<file path="config.mk">
export PLATFORM = sky130hd
export DESIGN_NAME = ccs_top
export DESIGN_NICKNAME = d
export VERILOG_FILES = /design/src/pkg/ccs_pkg.sv /design/src/core/ccs_event_latch.sv /design/src/core/ccs_text_out.sv /design/src/core/ccs_top.sv
export VERILOG_INCLUDE_DIRS = /design/src /design/src/pkg
export SDC_FILE = /design/constraint.sdc
export NUM_CORES = 1
export LEC_CHECK = 0
export BUFFER_PORTS_ARGS = -buffer_cell sky130_fd_sc_hd__clkbuf_2
export CAP_MARGIN = 20
export CORE_UTILIZATION = 44
export DETAILED_ROUTE_END_ITERATION = 10
export RECOVER_POWER = 100
export SLEW_MARGIN = 15
export SYNTH_ARGS = -nofsm -noshare
export SYNTH_HDL_FRONTEND = slang
export SYNTH_SLANG_ARGS = --single-unit
</file>
<file path="constraint.sdc">
create_clock -name mclk -period 1.93 [get_ports mclk]
set_input_delay 0.386 -clock mclk [delete_from_list [all_inputs] [get_ports mclk]]
set_output_delay 0.386 -clock mclk [all_outputs]
set_load 0.01 [all_outputs]
</file>
<file path="src/pkg/ccs_defs.svh">
// Constants for the common command and status unit.
// Assumes a 100 MHz module clock; included by the top-level design file.
`ifndef CCS_DEFS_SVH
`define CCS_DEFS_SVH

// ==========================================================
// Timing
`define CCS_CLK_HZ 100000000
`define CCS_ST_TIME_S 180
`define CCS_SETTLE_TIME_S 20
`define CCS_ST_CYC (36'(`CCS_ST_TIME_S) * 36'(`CCS_CLK_HZ))
`define CCS_SETTLE_CYC (36'(`CCS_SETTLE_TIME_S) * 36'(`CCS_CLK_HZ))

// ==========================================================
// Status byte bit positions
`define CCS_SB_USER 0
`define CCS_SB_DEV 2
`define CCS_SB_QUES 3
`define CCS_SB_MAV 4
`define CCS_SB_SES 5
`define CCS_SB_MSS 6
`define CCS_SB_OPER 7

// ==========================================================
// Standard event bit positions
`define CCS_SE_OPC 0
`define CCS_SE_QRY 2
`define CCS_SE_DDE 3
`define CCS_SE_EXE 4
`define CCS_SE_CMD 5
`define CCS_SE_PON 7

// ==========================================================
// Values
`define CCS_SRE_MASK 8'hBF
`define CCS_BOUND_MIN 8'h00
`define CCS_BOUND_MAX 8'hFF
`define CCS_OPC_DONE 8'h01
`define CCS_ST_PASS 8'h00
`define CCS_ST_FAIL 8'h01

`endif

</file>
<file path="src/pkg/ccs_pkg.sv">
// Types shared by the common command and status unit.
// Assumes ccs_defs.svh is on the include path.
package ccs_pkg;

    // ==========================================================
    // Commands
    typedef enum logic [4:0] {
        CCS_CLS, CCS_ESE_W, CCS_ESE_Q, CCS_ESR_Q, CCS_IDN_Q,
        CCS_OPC_W, CCS_OPC_Q, CCS_OPT_Q, CCS_RST, CCS_SRE_W,
        CCS_SRE_Q, CCS_STB_Q, CCS_TRG, CCS_TRG_IMM, CCS_GET,
        CCS_TST_Q, CCS_WAI
    } ccs_cmd_code_t;

    typedef enum logic [1:0] {
        CCS_BND_NONE, CCS_BND_MIN, CCS_BND_MAX
    } ccs_bound_t;

    typedef struct packed {
        logic valid;
        ccs_cmd_code_t code;
        ccs_bound_t bound;
        logic [7:0] value;
    } ccs_cmd_t;

    // ==========================================================
    // Replies and status inputs
    typedef struct packed {
        logic valid;
        logic [7:0] value;
    } ccs_num_t;

    typedef struct packed {
        logic valid;
        logic last;
        logic empty;
        logic [7:0] data;
    } ccs_txt_t;

    typedef struct packed {
        logic user_sum;
        logic dev_sum;
        logic ques_sum;
        logic mav;
        logic oper_sum;
    } ccs_sum_t;

    typedef struct packed {
        logic query_err;
        logic dev_err;
        logic exec_err;
        logic cmd_err;
    } ccs_err_t;

endpackage

</file>
<file path="src/core/ccs_event_latch.sv">
// Sticky event register: each bit latches on a rising condition.
// Assumes conditions come from logic on mclk.
`timescale 1ns/100ps
module ccs_event_latch #(
    parameter int W = 8
) (
    input wire logic mclk,
    input wire logic rst_b,
    input wire logic [W-1:0] cond,
    input wire logic clear,
    output logic [W-1:0] ev
);
    logic [W-1:0] cond_q;
    logic [W-1:0] rise;

    if (W < 1) begin : g_bad
        $error("ccs_event_latch: W must be at least 1");
    end

    // ==========================================================
    // Per bit latch
    for (genvar i = 0; i < W; i++) begin : g_bit
        logic next_ev;
        always_comb
        begin
            // Set wins over a read clear in the same cycle
            next_ev = (ev[i] & ~clear) | rise[i];
        end
        always_ff @(posedge mclk or negedge rst_b)
        begin
            if (!rst_b)
            begin
                ev[i] <= 1'b0;
                cond_q[i] <= 1'b0;
            end
            else
            begin
                ev[i] <= next_ev;
                cond_q[i] <= cond[i];
            end
        end
    end

    assign rise = cond & ~cond_q;
endmodule

</file>
<file path="src/core/ccs_text_out.sv">
// Streams the identification or option reply one character a cycle.
// Assumes the caller starts a reply only when idle.
`timescale 1ns/100ps
module ccs_text_out #(
    parameter int IDN_LEN = 20,
    parameter logic [8*IDN_LEN-1:0] IDN_TEXT = "ACME,MODEL-1,A.01.00",
    parameter int OPT_LEN = 3,
    parameter logic [8*OPT_LEN-1:0] OPT_TEXT = "F24"
) (
    input wire logic mclk,
    input wire logic rst_b,
    input wire logic go,
    input wire logic sel_idn,
    input wire logic fast_fitted,
    output logic busy,
    output ccs_pkg::ccs_txt_t txt
);
    import ccs_pkg::*;

    if (IDN_LEN < 1 || IDN_LEN > 63 || OPT_LEN < 1 || OPT_LEN > 63)
    begin : g_bad
        $error("ccs_text_out: text lengths must be 1 to 63");
    end

    logic sel;
    logic next_sel;
    logic next_busy;
    logic [5:0] idx;
    logic [5:0] next_idx;
    logic [5:0] len;
    logic [5:0] next_len;
    ccs_txt_t next_txt;

    function automatic logic [7:0] pick(input logic s, input logic [5:0] i);
        if (s)
            pick = IDN_TEXT[8*(IDN_LEN-1-int'(i)) +: 8];
        else
            pick = OPT_TEXT[8*(OPT_LEN-1-int'(i)) +: 8];
    endfunction

    // ==========================================================
    // Streaming
    always_comb
    begin
        next_sel = sel;
        next_busy = busy;
        next_idx = idx;
        next_len = len;
        next_txt = '0;
        if (go)
        begin
            next_sel = sel_idn;
            // Standard clock fitted: option reply is empty
            if (sel_idn)
                next_len = 6'(IDN_LEN);
            else
                next_len = fast_fitted ? 6'(OPT_LEN) : 6'h00;
            if (next_len == 6'h00)
            begin
                next_txt.valid = 1'b1;
                next_txt.last = 1'b1;
                next_txt.empty = 1'b1;
            end
            else
            begin
                next_txt.valid = 1'b1;
                next_txt.data = pick(sel_idn, 6'h00);
                next_txt.last = (next_len == 6'h01);
                next_busy = (next_len != 6'h01);
                next_idx = 6'h01;
            end
        end
        else if (busy)
        begin
            next_txt.valid = 1'b1;
            next_txt.data = pick(sel, idx);
            next_txt.last = (idx == len - 6'h01);
            next_busy = !next_txt.last;
            next_idx = idx + 6'h01;
        end
    end

    always_ff @(posedge mclk or negedge rst_b)
    begin
        if (!rst_b)
        begin
            sel <= 1'b0;
            busy <= 1'b0;
            idx <= 6'h00;
            len <= 6'h00;
            txt <= '0;
        end
        else
        begin
            sel <= next_sel;
            busy <= next_busy;
            idx <= next_idx;
            len <= next_len;
            txt <= next_txt;
        end
    end
endmodule

</file>
<file path="src/core/ccs_top.sv">
// Common command and status unit: enables, event latch, status byte,
// service request, trigger gating, self-test and identity replies.
// Assumes a command parser and bus engine on mclk; one strap pin.
//
// What this block does
// - Event enable mask written 0 to 255, bit n weighs two to the n.
// - Event summary is OR of set and enabled events, into status bit 5.
// - Enable query returns the mask unchanged.
// - Event register query returns its value, then clears it.
// - Event bits latch on a rising condition until read or clear.
// - Identity query returns maker, product and version, comma separated.
// - Option query returns the fast clock code, or empty on standard clock.
// - No overlapped commands; wait does nothing, complete kept for protocol.
// - Reset command restores reset state; calibration settles in 20 s.
// - Service enable ignores bit 6, which reads zero.
// - Service requested when a status bit rises with its enable set.
// - Service requested when an enable bit rises with its status set.
// - Service enable query returns the enable value.
// - Status query leaves the byte unchanged; event query and clear-status clear bit 5.
// - Status bits: user, reserved, device, questionable, queue, event, oper.
// - Bit 6 is master summary by query, request flag by poll.
// - Bus trigger acts only with bus source and waiting-for-trigger.
// - Bus trigger, immediate trigger and group execute are equivalent.
// - Self-test lasts 3 minutes, returns 0 or 1 and logs failure.
// - Clear-status empties error queue, zeroes events, keeps enables.
// - Serial poll clears the request flag, other bits untouched.
`timescale 1ns/100ps
`include "ccs_defs.svh"
module ccs_top #(
    parameter logic [35:0] ST_CYC = `CCS_ST_CYC,
    parameter logic [35:0] SETTLE_CYC = `CCS_SETTLE_CYC,
    parameter int IDN_LEN = 20,
    // Identity text value is arbitrary
    parameter logic [8*IDN_LEN-1:0] IDN_TEXT = "ACME,MODEL-1,A.01.00",
    parameter int OPT_LEN = 3,
    // Option code value is arbitrary
    parameter logic [8*OPT_LEN-1:0] FAST_CLOCK_OPTION_CODE = "F24"
) (
    input wire logic mclk,
    input wire logic rst_b,
    input wire ccs_pkg::ccs_cmd_t cmd,
    input wire logic poll_req,
    input wire ccs_pkg::ccs_sum_t sums,
    input wire ccs_pkg::ccs_err_t errs,
    input wire logic wait_trig,
    input wire logic trig_src_bus,
    input wire logic st_fail,
    input wire logic fast_clock_fitted,
    output logic cmd_ready,
    output ccs_pkg::ccs_num_t num_rsp,
    output ccs_pkg::ccs_num_t poll_rsp,
    output ccs_pkg::ccs_txt_t txt_rsp,
    output logic srq,
    output logic trig_pulse,
    output logic clr_pulse,
    output logic err_push,
    output logic soft_rst,
    output logic cal_settled
);
    import ccs_pkg::*;

    if (ST_CYC == 36'h0 || SETTLE_CYC == 36'h0)
    begin : g_bad
        $error("ccs_top: cycle counts must be nonzero");
    end

    // ==========================================================
    // State
    logic [7:0] ese;
    logic [7:0] sre;
    logic [7:0] sre_q;
    logic [7:0] stb_q;
    logic pon;
    logic st_run;
    logic [35:0] st_cnt;
    logic [35:0] set_cnt;
    logic [2:0] fck_sh;
    logic fck_st;
    logic [7:0] esr;
    logic txt_busy;

    logic [7:0] next_ese;
    logic [7:0] next_sre;
    logic next_srq;
    logic next_pon;
    logic next_st_run;
    logic [35:0] next_st_cnt;
    logic [35:0] next_set_cnt;
    logic next_settled;
    logic next_ready;
    logic next_trig;
    logic next_clr;
    logic next_err;
    logic next_srst;
    logic [2:0] next_fck_sh;
    logic next_fck_st;
    ccs_num_t next_num;
    ccs_num_t next_poll;

    // ==========================================================
    // Decode
    logic take;
    logic [7:0] wval;
    logic esr_clr;
    logic txt_go;
    logic is_trg;
    logic [7:0] se_cond;
    logic ses_now;
    logic mss;
    logic req;
    logic [7:0] stb_now;
    logic [7:0] sb_query;
    logic [7:0] sb_poll;

    always_comb
    begin
        take = cmd.valid && cmd_ready;
        unique case (cmd.bound)
            CCS_BND_MIN: wval = `CCS_BOUND_MIN;
            CCS_BND_MAX: wval = `CCS_BOUND_MAX;
            default: wval = cmd.value;
        endcase
        esr_clr = take && (cmd.code == CCS_ESR_Q || cmd.code == CCS_CLS);
        txt_go = take && (cmd.code == CCS_IDN_Q || cmd.code == CCS_OPT_Q);
        is_trg = cmd.code == CCS_TRG || cmd.code == CCS_TRG_IMM
            || cmd.code == CCS_GET;
        se_cond = 8'h00;
        // Operation complete event: nothing is ever pending
        se_cond[`CCS_SE_OPC] = take && cmd.code == CCS_OPC_W;
        se_cond[`CCS_SE_QRY] = errs.query_err;
        se_cond[`CCS_SE_DDE] = errs.dev_err;
        se_cond[`CCS_SE_EXE] = errs.exec_err;
        se_cond[`CCS_SE_CMD] = errs.cmd_err;
        se_cond[`CCS_SE_PON] = pon;
        ses_now = |(esr & ese);
        stb_now = 8'h00;
        stb_now[`CCS_SB_USER] = sums.user_sum;
        stb_now[`CCS_SB_DEV] = sums.dev_sum;
        stb_now[`CCS_SB_QUES] = sums.ques_sum;
        stb_now[`CCS_SB_MAV] = sums.mav;
        stb_now[`CCS_SB_SES] = ses_now;
        stb_now[`CCS_SB_OPER] = sums.oper_sum;
        mss = |(stb_now & sre);
        sb_query = stb_now;
        sb_query[`CCS_SB_MSS] = mss;
        sb_poll = stb_now;
        sb_poll[`CCS_SB_MSS] = srq;
        req = |(((stb_now & ~stb_q) & sre)
            | ((sre & ~sre_q) & stb_now));
    end

    ccs_event_latch #(
        .W(8)
    ) u_latch (
        .mclk(mclk),
        .rst_b(rst_b),
        .cond(se_cond),
        .clear(esr_clr),
        .ev(esr)
    );

    ccs_text_out #(
        .IDN_LEN(IDN_LEN),
        .IDN_TEXT(IDN_TEXT),
        .OPT_LEN(OPT_LEN),
        .OPT_TEXT(FAST_CLOCK_OPTION_CODE)
    ) u_text (
        .mclk(mclk),
        .rst_b(rst_b),
        .go(txt_go),
        .sel_idn(cmd.code == CCS_IDN_Q),
        .fast_fitted(fck_st),
        .busy(txt_busy),
        .txt(txt_rsp)
    );

    // ==========================================================
    // Next state
    always_comb
    begin
        next_ese = ese;
        next_sre = sre;
        // A pending request holds until polled; a new one beats the poll
        next_srq = (srq & ~poll_req) | req;
        next_pon = 1'b0;
        next_st_run = st_run;
        next_st_cnt = st_cnt;
        next_set_cnt = set_cnt;
        next_settled = cal_settled;
        next_trig = 1'b0;
        next_clr = 1'b0;
        next_err = 1'b0;
        next_srst = 1'b0;
        next_num = '0;
        next_poll = '0;
        // Strap: first stage feeds only the second
        next_fck_sh = {fck_sh[1:0], fast_clock_fitted};
        next_fck_st = (fck_sh[1] == fck_sh[2]) ? fck_sh[2] : fck_st;
        if (poll_req)
            next_poll = '{valid: 1'b1, value: sb_poll};
        if (!cal_settled)
        begin
            next_set_cnt = set_cnt + 36'h1;
            next_settled = (set_cnt == SETTLE_CYC - 36'h1);
        end
        if (st_run)
        begin
            next_st_cnt = st_cnt + 36'h1;
            if (st_cnt == ST_CYC - 36'h1)
            begin
                next_st_run = 1'b0;
                next_num.valid = 1'b1;
                next_num.value = st_fail ? `CCS_ST_FAIL : `CCS_ST_PASS;
                next_err = st_fail;
            end
        end
        if (take)
        begin
            unique case (cmd.code)
                CCS_CLS: next_clr = 1'b1;
                CCS_ESE_W: next_ese = wval;
                CCS_ESE_Q: next_num = '{valid: 1'b1, value: ese};
                CCS_ESR_Q: next_num = '{valid: 1'b1, value: esr};
                CCS_OPC_Q:
                    next_num = '{valid: 1'b1, value: `CCS_OPC_DONE};
                CCS_SRE_W: next_sre = wval & `CCS_SRE_MASK;
                CCS_SRE_Q: next_num = '{valid: 1'b1, value: sre};
                CCS_STB_Q: next_num = '{valid: 1'b1, value: sb_query};
                CCS_RST:
                begin
                    next_srst = 1'b1;
                    next_set_cnt = 36'h0;
                    next_settled = 1'b0;
                end
                CCS_TRG, CCS_TRG_IMM, CCS_GET:
                    next_trig = trig_src_bus && wait_trig;
                CCS_TST_Q:
                begin
                    next_st_run = 1'b1;
                    next_st_cnt = 36'h0;
                end
                CCS_IDN_Q, CCS_OPT_Q, CCS_OPC_W, CCS_WAI: ;
                default: ;
            endcase
        end
        // Hold off commands while a reply is still being produced
        next_ready = !next_st_run && !txt_go && !txt_busy;
    end

    always_ff @(posedge mclk or negedge rst_b)
    begin
        if (!rst_b)
        begin
            ese <= 8'h00;
            sre <= 8'h00;
            sre_q <= 8'h00;
            stb_q <= 8'h00;
            srq <= 1'b0;
            pon <= 1'b1;
            st_run <= 1'b0;
            st_cnt <= 36'h0;
            set_cnt <= 36'h0;
            cal_settled <= 1'b0;
            cmd_ready <= 1'b0;
            trig_pulse <= 1'b0;
            clr_pulse <= 1'b0;
            err_push <= 1'b0;
            soft_rst <= 1'b0;
            num_rsp <= '0;
            poll_rsp <= '0;
            fck_sh <= 3'h0;
            fck_st <= 1'b0;
        end
        else
        begin
            ese <= next_ese;
            sre <= next_sre;
            sre_q <= sre;
            stb_q <= stb_now;
            srq <= next_srq;
            pon <= next_pon;
            st_run <= next_st_run;
            st_cnt <= next_st_cnt;
            set_cnt <= next_set_cnt;
            cal_settled <= next_settled;
            cmd_ready <= next_ready;
            trig_pulse <= next_trig;
            clr_pulse <= next_clr;
            err_push <= next_err;
            soft_rst <= next_srst;
            num_rsp <= next_num;
            poll_rsp <= next_poll;
            fck_sh <= next_fck_sh;
            fck_st <= next_fck_st;
        end
    end
endmodule

</file>
# After elaboration in Yosys (flattened, before gate mapping)
# Index checks and enable logic that the tools add are counted.
classes:
  add_sub_neg: 6
  n_mul: 0
  n_div: 0
  n_lt_le_gt_ge: 0
  n_eq_ne: 24
  n_shift: 2
  muxes: 47
  bitwise: 31
  reduce_logical: 23
ops:
  columns: ["cell", "n"]
  rows:
  - ["$mux W36", 6]
  - ["$shiftx A160 B32 Y8 const A", 1]
  - ["$add A36 B1 Y36 const B", 2]
  - ["$and A8 B8 Y8", 7]
  - ["$pmux W9 S5", 1]
  - ["$eq A5 B4 Y1 const B", 8]
  - ["$eq A36 B31 Y1 const B", 1]
  - ["$eq A36 B35 Y1 const B", 1]
  - ["$mux W9", 4]
  - ["$mux W8", 4]
  - ["$shiftx A24 B32 Y8 const A", 1]
  - ["$mux W6", 5]
  - ["$not A8 Y8", 3]
  - ["$reduce_or A8 Y1", 3]
  - ["$mux W1", 22]
  - ["$eq A5 B3 Y1 const B", 4]
  - ["$pmux W8 S2", 1]
  - ["$eq A5 B2 Y1 const B", 2]
  - ["$and A1 B1 Y1", 9]
  - ["$or A1 B1 Y1", 9]
  - ["$or A8 B8 Y8", 1]
  - ["$logic_and A1 B1 Y1", 7]
  - ["$sub A2 B6 Y7 const A", 1]
  - ["$sub A5 B6 Y7 const A", 1]
  - ["other kinds (20)", 29]
word_totals:
  reg_bits: 170
  latchBits: 0
  mem_bits_rw: 0
  mem_bits_ro: 0
  inputBits: 32
  output_inout_bits: 36
  wordCells: 176
  mem_count: 0

# Depth between registers and ports, before layout
logic_depth:
  ltp_word: 8
  ltp_mapped: 9
  mapped_depth_nobuf: 7

# Cells and area by module
# From an unflattened synthesis, not the netlist that was laid out.
hier_totals:
  hier_cells: 788
  area_unflattened_um2: 7883.8
modules_own_cells:
  columns: ["module", "n_inst", "cells_each", "area_each_um2"]
  rows:
  - ["ccs_top", 1, 595, 6065.8]
  - ["ccs_text_out", 1, 152, 1296.2]
  - ["ccs_event_latch", 1, 41, 521.8]

# Worst setup path before layout
# Ideal clock, no wire load.
synth_path:
  kind: "reg-to-reg"
  from: "reg u_text.idx[3]"
  to: "reg u_text.txt[0] in the netlist's numbering"
  setup_time_ns: 0.082
  t_arrival_ns: 1.865
  required_time_ns: 1.848
  slack_ns: -0.017
  path_stages_with_launch: 9
  path_buffers: 1
  cell_sequence: "dfrtp_1 clkbuf_1 inv_1 ha_1 nand2_1 o21a_1 a311o_1 a21bo_2 o22ai_1"
synth_rtl:
  columns: ["item", "line_no", "text"]
  rows:
  - ["start: declaration", "ccs_text_out.sv:28", "logic [5:0] idx;"]
  - ["start signal: assignment", "ccs_text_out.sv:97", "idx <= next_idx;"]
  - ["end signal: assignment", "ccs_text_out.sv:99", "txt <= next_txt;"]
  - ["end: declaration", "ccs_text_out.sv:16", "output ccs_pkg::ccs_txt_t txt"]

# Worst setup path after layout
layout_path:
  from: "reg st_cnt[0]"
  to: "reg cmd_ready"
layout_via:
  elab_chain_len: 8
layout_lines:
  columns: ["item", "line_no", "text"]
  rows:
  - ["start: declaration", "ccs_top.sv:75", "logic [35:0] st_cnt;"]
  - ["start signal: assignment", "ccs_top.sv:283", "st_cnt <= next_st_cnt;"]
  - ["$eq A36 B35 Y1 *", "ccs_top.sv:209", "if (st_cnt == ST_CYC - 36'h1)"]
  - ["$mux W1 *", "ccs_top.sv:209", null]
  - ["$mux W1 *", "ccs_top.sv:206", "if (st_run)"]
  - ["$mux W1", "ccs_top.sv:219", "unique case (cmd.code)"]
  - ["$mux W1 *", "ccs_top.sv:217", "if (take)"]
  - ["via next_st_run", "ccs_top.sv:86", "logic next_st_run;"]
  - ["$logic_not A1 Y1 *", "ccs_top.sv:247", "next_ready = !next_st_run && !txt_go && !txt_busy;"]
  - ["$logic_and A1 B1 Y1 * (2 in a row)", "ccs_top.sv:247", null]
  - ["via next_ready", "ccs_top.sv:90", "logic next_ready;"]
  - ["end signal: assignment", "ccs_top.sv:286", "cmd_ready <= next_ready;"]
  - ["end: declaration", "ccs_top.sv:49", "output logic cmd_ready,"]
# The timed path passes the listed nets; every way through them passes the cells marked *.
# A chain may end at the register's enable or synchronous reset.

==> impl_metrics.tcl <==
set metrics [dict create \
    dp_cells 1100 \
    clock_sinks 162 \
    numCtsBuffers 17 \
    path_buf_inv 0 \
    wire_per_inst_um 16.3 \
    grt_antenna_before_repair 0 \
    power_leakage_nw 3.89 \
    critPathMaxStageDelay_ns 0.66 \
    place.gp.congestion 0.872 \
    vias 6237 \
    period_needed_ns 1.83 \
    clock.fmax_mhz 547 \
    ant_nets 0 \
    first_iter_violations 356 \
    synthCells 789 \
    first_pass_iters 5 \
    period_share 0.947 \
    port_buffers 65 \
    nFillCells 1605 \
    tightest_slew_ns 0.780 \
    path_class "flip-flop to flip-flop" \
    layout-drive-gt1-share 0.145 \
    yosys_warnings 0 \
    dpl.hpwl_um 13200 \
    row_count 48 \
    viasPerCell 5.50 \
    cts_buffer_depth 2 \
    root_buffer "clkbuf_16" \
    final_common_cell "dfrtp_1" \
    ys_ff_latch 162 \
    first_global_vias 6248 \
    synth_edf_count 0 \
    finClkSkew_ns 0.00827 \
    critPathCaptureType "flip-flop" \
    final_cell_mix "dfrtp_1 (161), nor2_1 (104), nand2_1 (71), clkbuf_1 (52), xor2_1 (49)" \
    die-width_um 135 \
    io_pins 68 \
    total_power_mw 12.6 \
    drt-total-wl_um 18500 \
    final_hold_viol_count 0 \
    critPathLaunchType "flip-flop" \
    slew_headroom 0.480 \
    max_cap_violations 0 \
    finalSetupViolCount 0 \
    status "completed" \
    slew_viol_final 0 \
    hold_class "primary input to flip-flop" \
    cp_top_family "simple AND/OR/NAND/NOR gates" \
    cp_slowest_cell "or4b_2" \
    critical_path_peak_fanout 3 \
    core_area_um2 17400 \
    ir_drop_uv 827 \
    yosysUniqueCellTypes 73 \
    async_flop_share 1.00 \
    nets 937 \
    dieArea_um2 18300 \
    grt_pass1_wl_um 30900 \
    floorplan.die.height_um 135 \
    required_ns 2.29 \
    powerDensity_nw_per_um2 1370 \
    synth_seq_area_share 0.518 \
    clock_latency_ns 0.43 \
    r2r_slack_ns 0.10 \
    crit_chain "ha_1 > or4b_2 > nor4_4 > a21oi_1 > nor2_1" \
    worst_ep_arrival_time_ns 2.18 \
    clk_pin_slew_ns 0.06 \
    grt_max_degree 56 \
    htreeDepth 4 \
    drc 0 \
    final_cells 1135 \
    diodes 0 \
    syn_to_final_growth_pct 18.1 \
    syn_area_per_cell_um2 9.92 \
    grt_overflow_total 0 \
    start_util 0.451 \
    syn_area_um2 7830 \
    rsz0062_at_grt "true" \
    synthFlopType "dfrtp_1" \
    tns_ns 0 \
    grt.total_usage 0.216 \
    cts_tree "built" \
]
kinds of logic after synthesis:
logic type | Yosys count | share of synthesized area
and+or+nand+nor | 359 | 0.250
DFF | 162 | 0.518
AOI/OAI and AO/OA | 131 | 0.106
xor gates and xnor gates | 70 | 0.0783
buffers and inverters | 53 | 0.0283
adders and majority gates | 9 | 0.0141
muxes | 4 | 0.00527
other | 1 | 0.000479
Yosys cell counts, drive strengths merged, types with 3 or more instances:
library cell,instances,share of area
nand4b,4,0.0064
mux2i,3,0.0038
xnor2,21,0.023
nand2,71,0.034
clkbuf,17,0.0083
a21oi,41,0.026
nand4,38,0.038
nand3,29,0.019
a31oi,4,0.0032
nor3,16,0.014
or3,7,0.0056
inv,17,0.0082
dfrtp,161,0.51
and2,14,0.011
a21o,4,0.0038
or4,4,0.0038
o21ai,34,0.022
nor4,14,0.016
ha,8,0.013
and3,12,0.0096
or2,4,0.0032
nor2,107,0.051
a22oi,15,0.014
nand2b,8,0.0064
o31ai,5,0.0048
xor2,49,0.055
and4,11,0.012
buf,18,0.011
nor2b,7,0.0056
where the power goes:
group | switching (mW) | total (mW) | internal [mW]
logic | 2.26 | 3.99 | 1.72
registers | 1.08 | 5.50 | 4.42
clock network | 1.42 | 3.16 | 1.73
total | 4.76 | 12.6 | 7.87
per-layer routing:
metal / global-route usage / wire (um) / up-vias
li1: - / - / 3003
met1: 0.273 / 8280 / 3095
met2: 0.366 / 9390 / 123
met3: 0.0483 / 621 / 16
met4: 0.0730 / 258 / 0
met5: 0 / 0 / -
flip-flops by register name, summed over array words and instances, names as in the netlist, 7 cells and up:
| register | cells |
|---|---|
| ese | 8 |
| num_rsp | 9 |
| poll_rsp | 8 |
| set_cnt | 36 |
| sre | 7 |
| st_cnt | 36 |
| u_latch.ev | 8 |
| u_text.txt | 10 |
per-stage QoR:
| step | area, um2 | util | worst slack (ns) | hold WS, ns |
|---|---|---|---|---|
| 3_5_place_dp | 8750 | 0.504 | -0.0308 | 0.285 |
| 5_1_grt | 9240 | 0.533 | -0.0108 | 0.0491 |
| 3_3_place_gp | 8750 | 0.504 | 0.0812 | 0.278 |
| 2_1_floorplan | 7840 | - | 0.0346 | 0.0904 |
| 4_1_cts | 9320 | 0.537 | 0.0477 | 0.0439 |
| 6_report | 9240 | 0.533 | 0.103 | 0.0655 |
layout make-up:
cell class	instances	area (um2)	area share
inverter	18	67.6	0.00731
sequential	162	4060	0.439
multi-input combinational	576	3610	0.390
tap	225	282	0.0305
timing repair buffer	122	679	0.0735
clock inverter	13	100	0.0108
clock buffer	19	453	0.0490
path summary, 6_finish.rpt:
kind / startpoint / cells past startpoint / endpoint
worst min register to register: fck_sh[0]$_DFF_PN0_ / 0 / fck_sh[1]$_DFF_PN0_
min in group asynchronous: rst_b / 2 / poll_rsp[3]$_DFF_PN0_
worst max-delay path: st_cnt[0]$_DFF_PN0_ / 5 / cmd_ready$_DFF_PN0_
worst min-delay path: fast_clock_fitted / 1 / fck_sh[0]$_DFF_PN0_
worst max register to register: st_cnt[0]$_DFF_PN0_ / 5 / cmd_ready$_DFF_PN0_
max in group asynchronous: rst_b / 3 / st_cnt[29]$_DFF_PN0_
repair_timing:
item / CTS / global route
hold buffers: 1 / 0
resized for setup: 3 / 8
pin swaps: 1 / 1
buffers inserted: 0 / 2
endpoints found under the hold margin: 27 / 0
setup endpoints to repair: 3 / 12
Power figures use the tool's default switching activity.
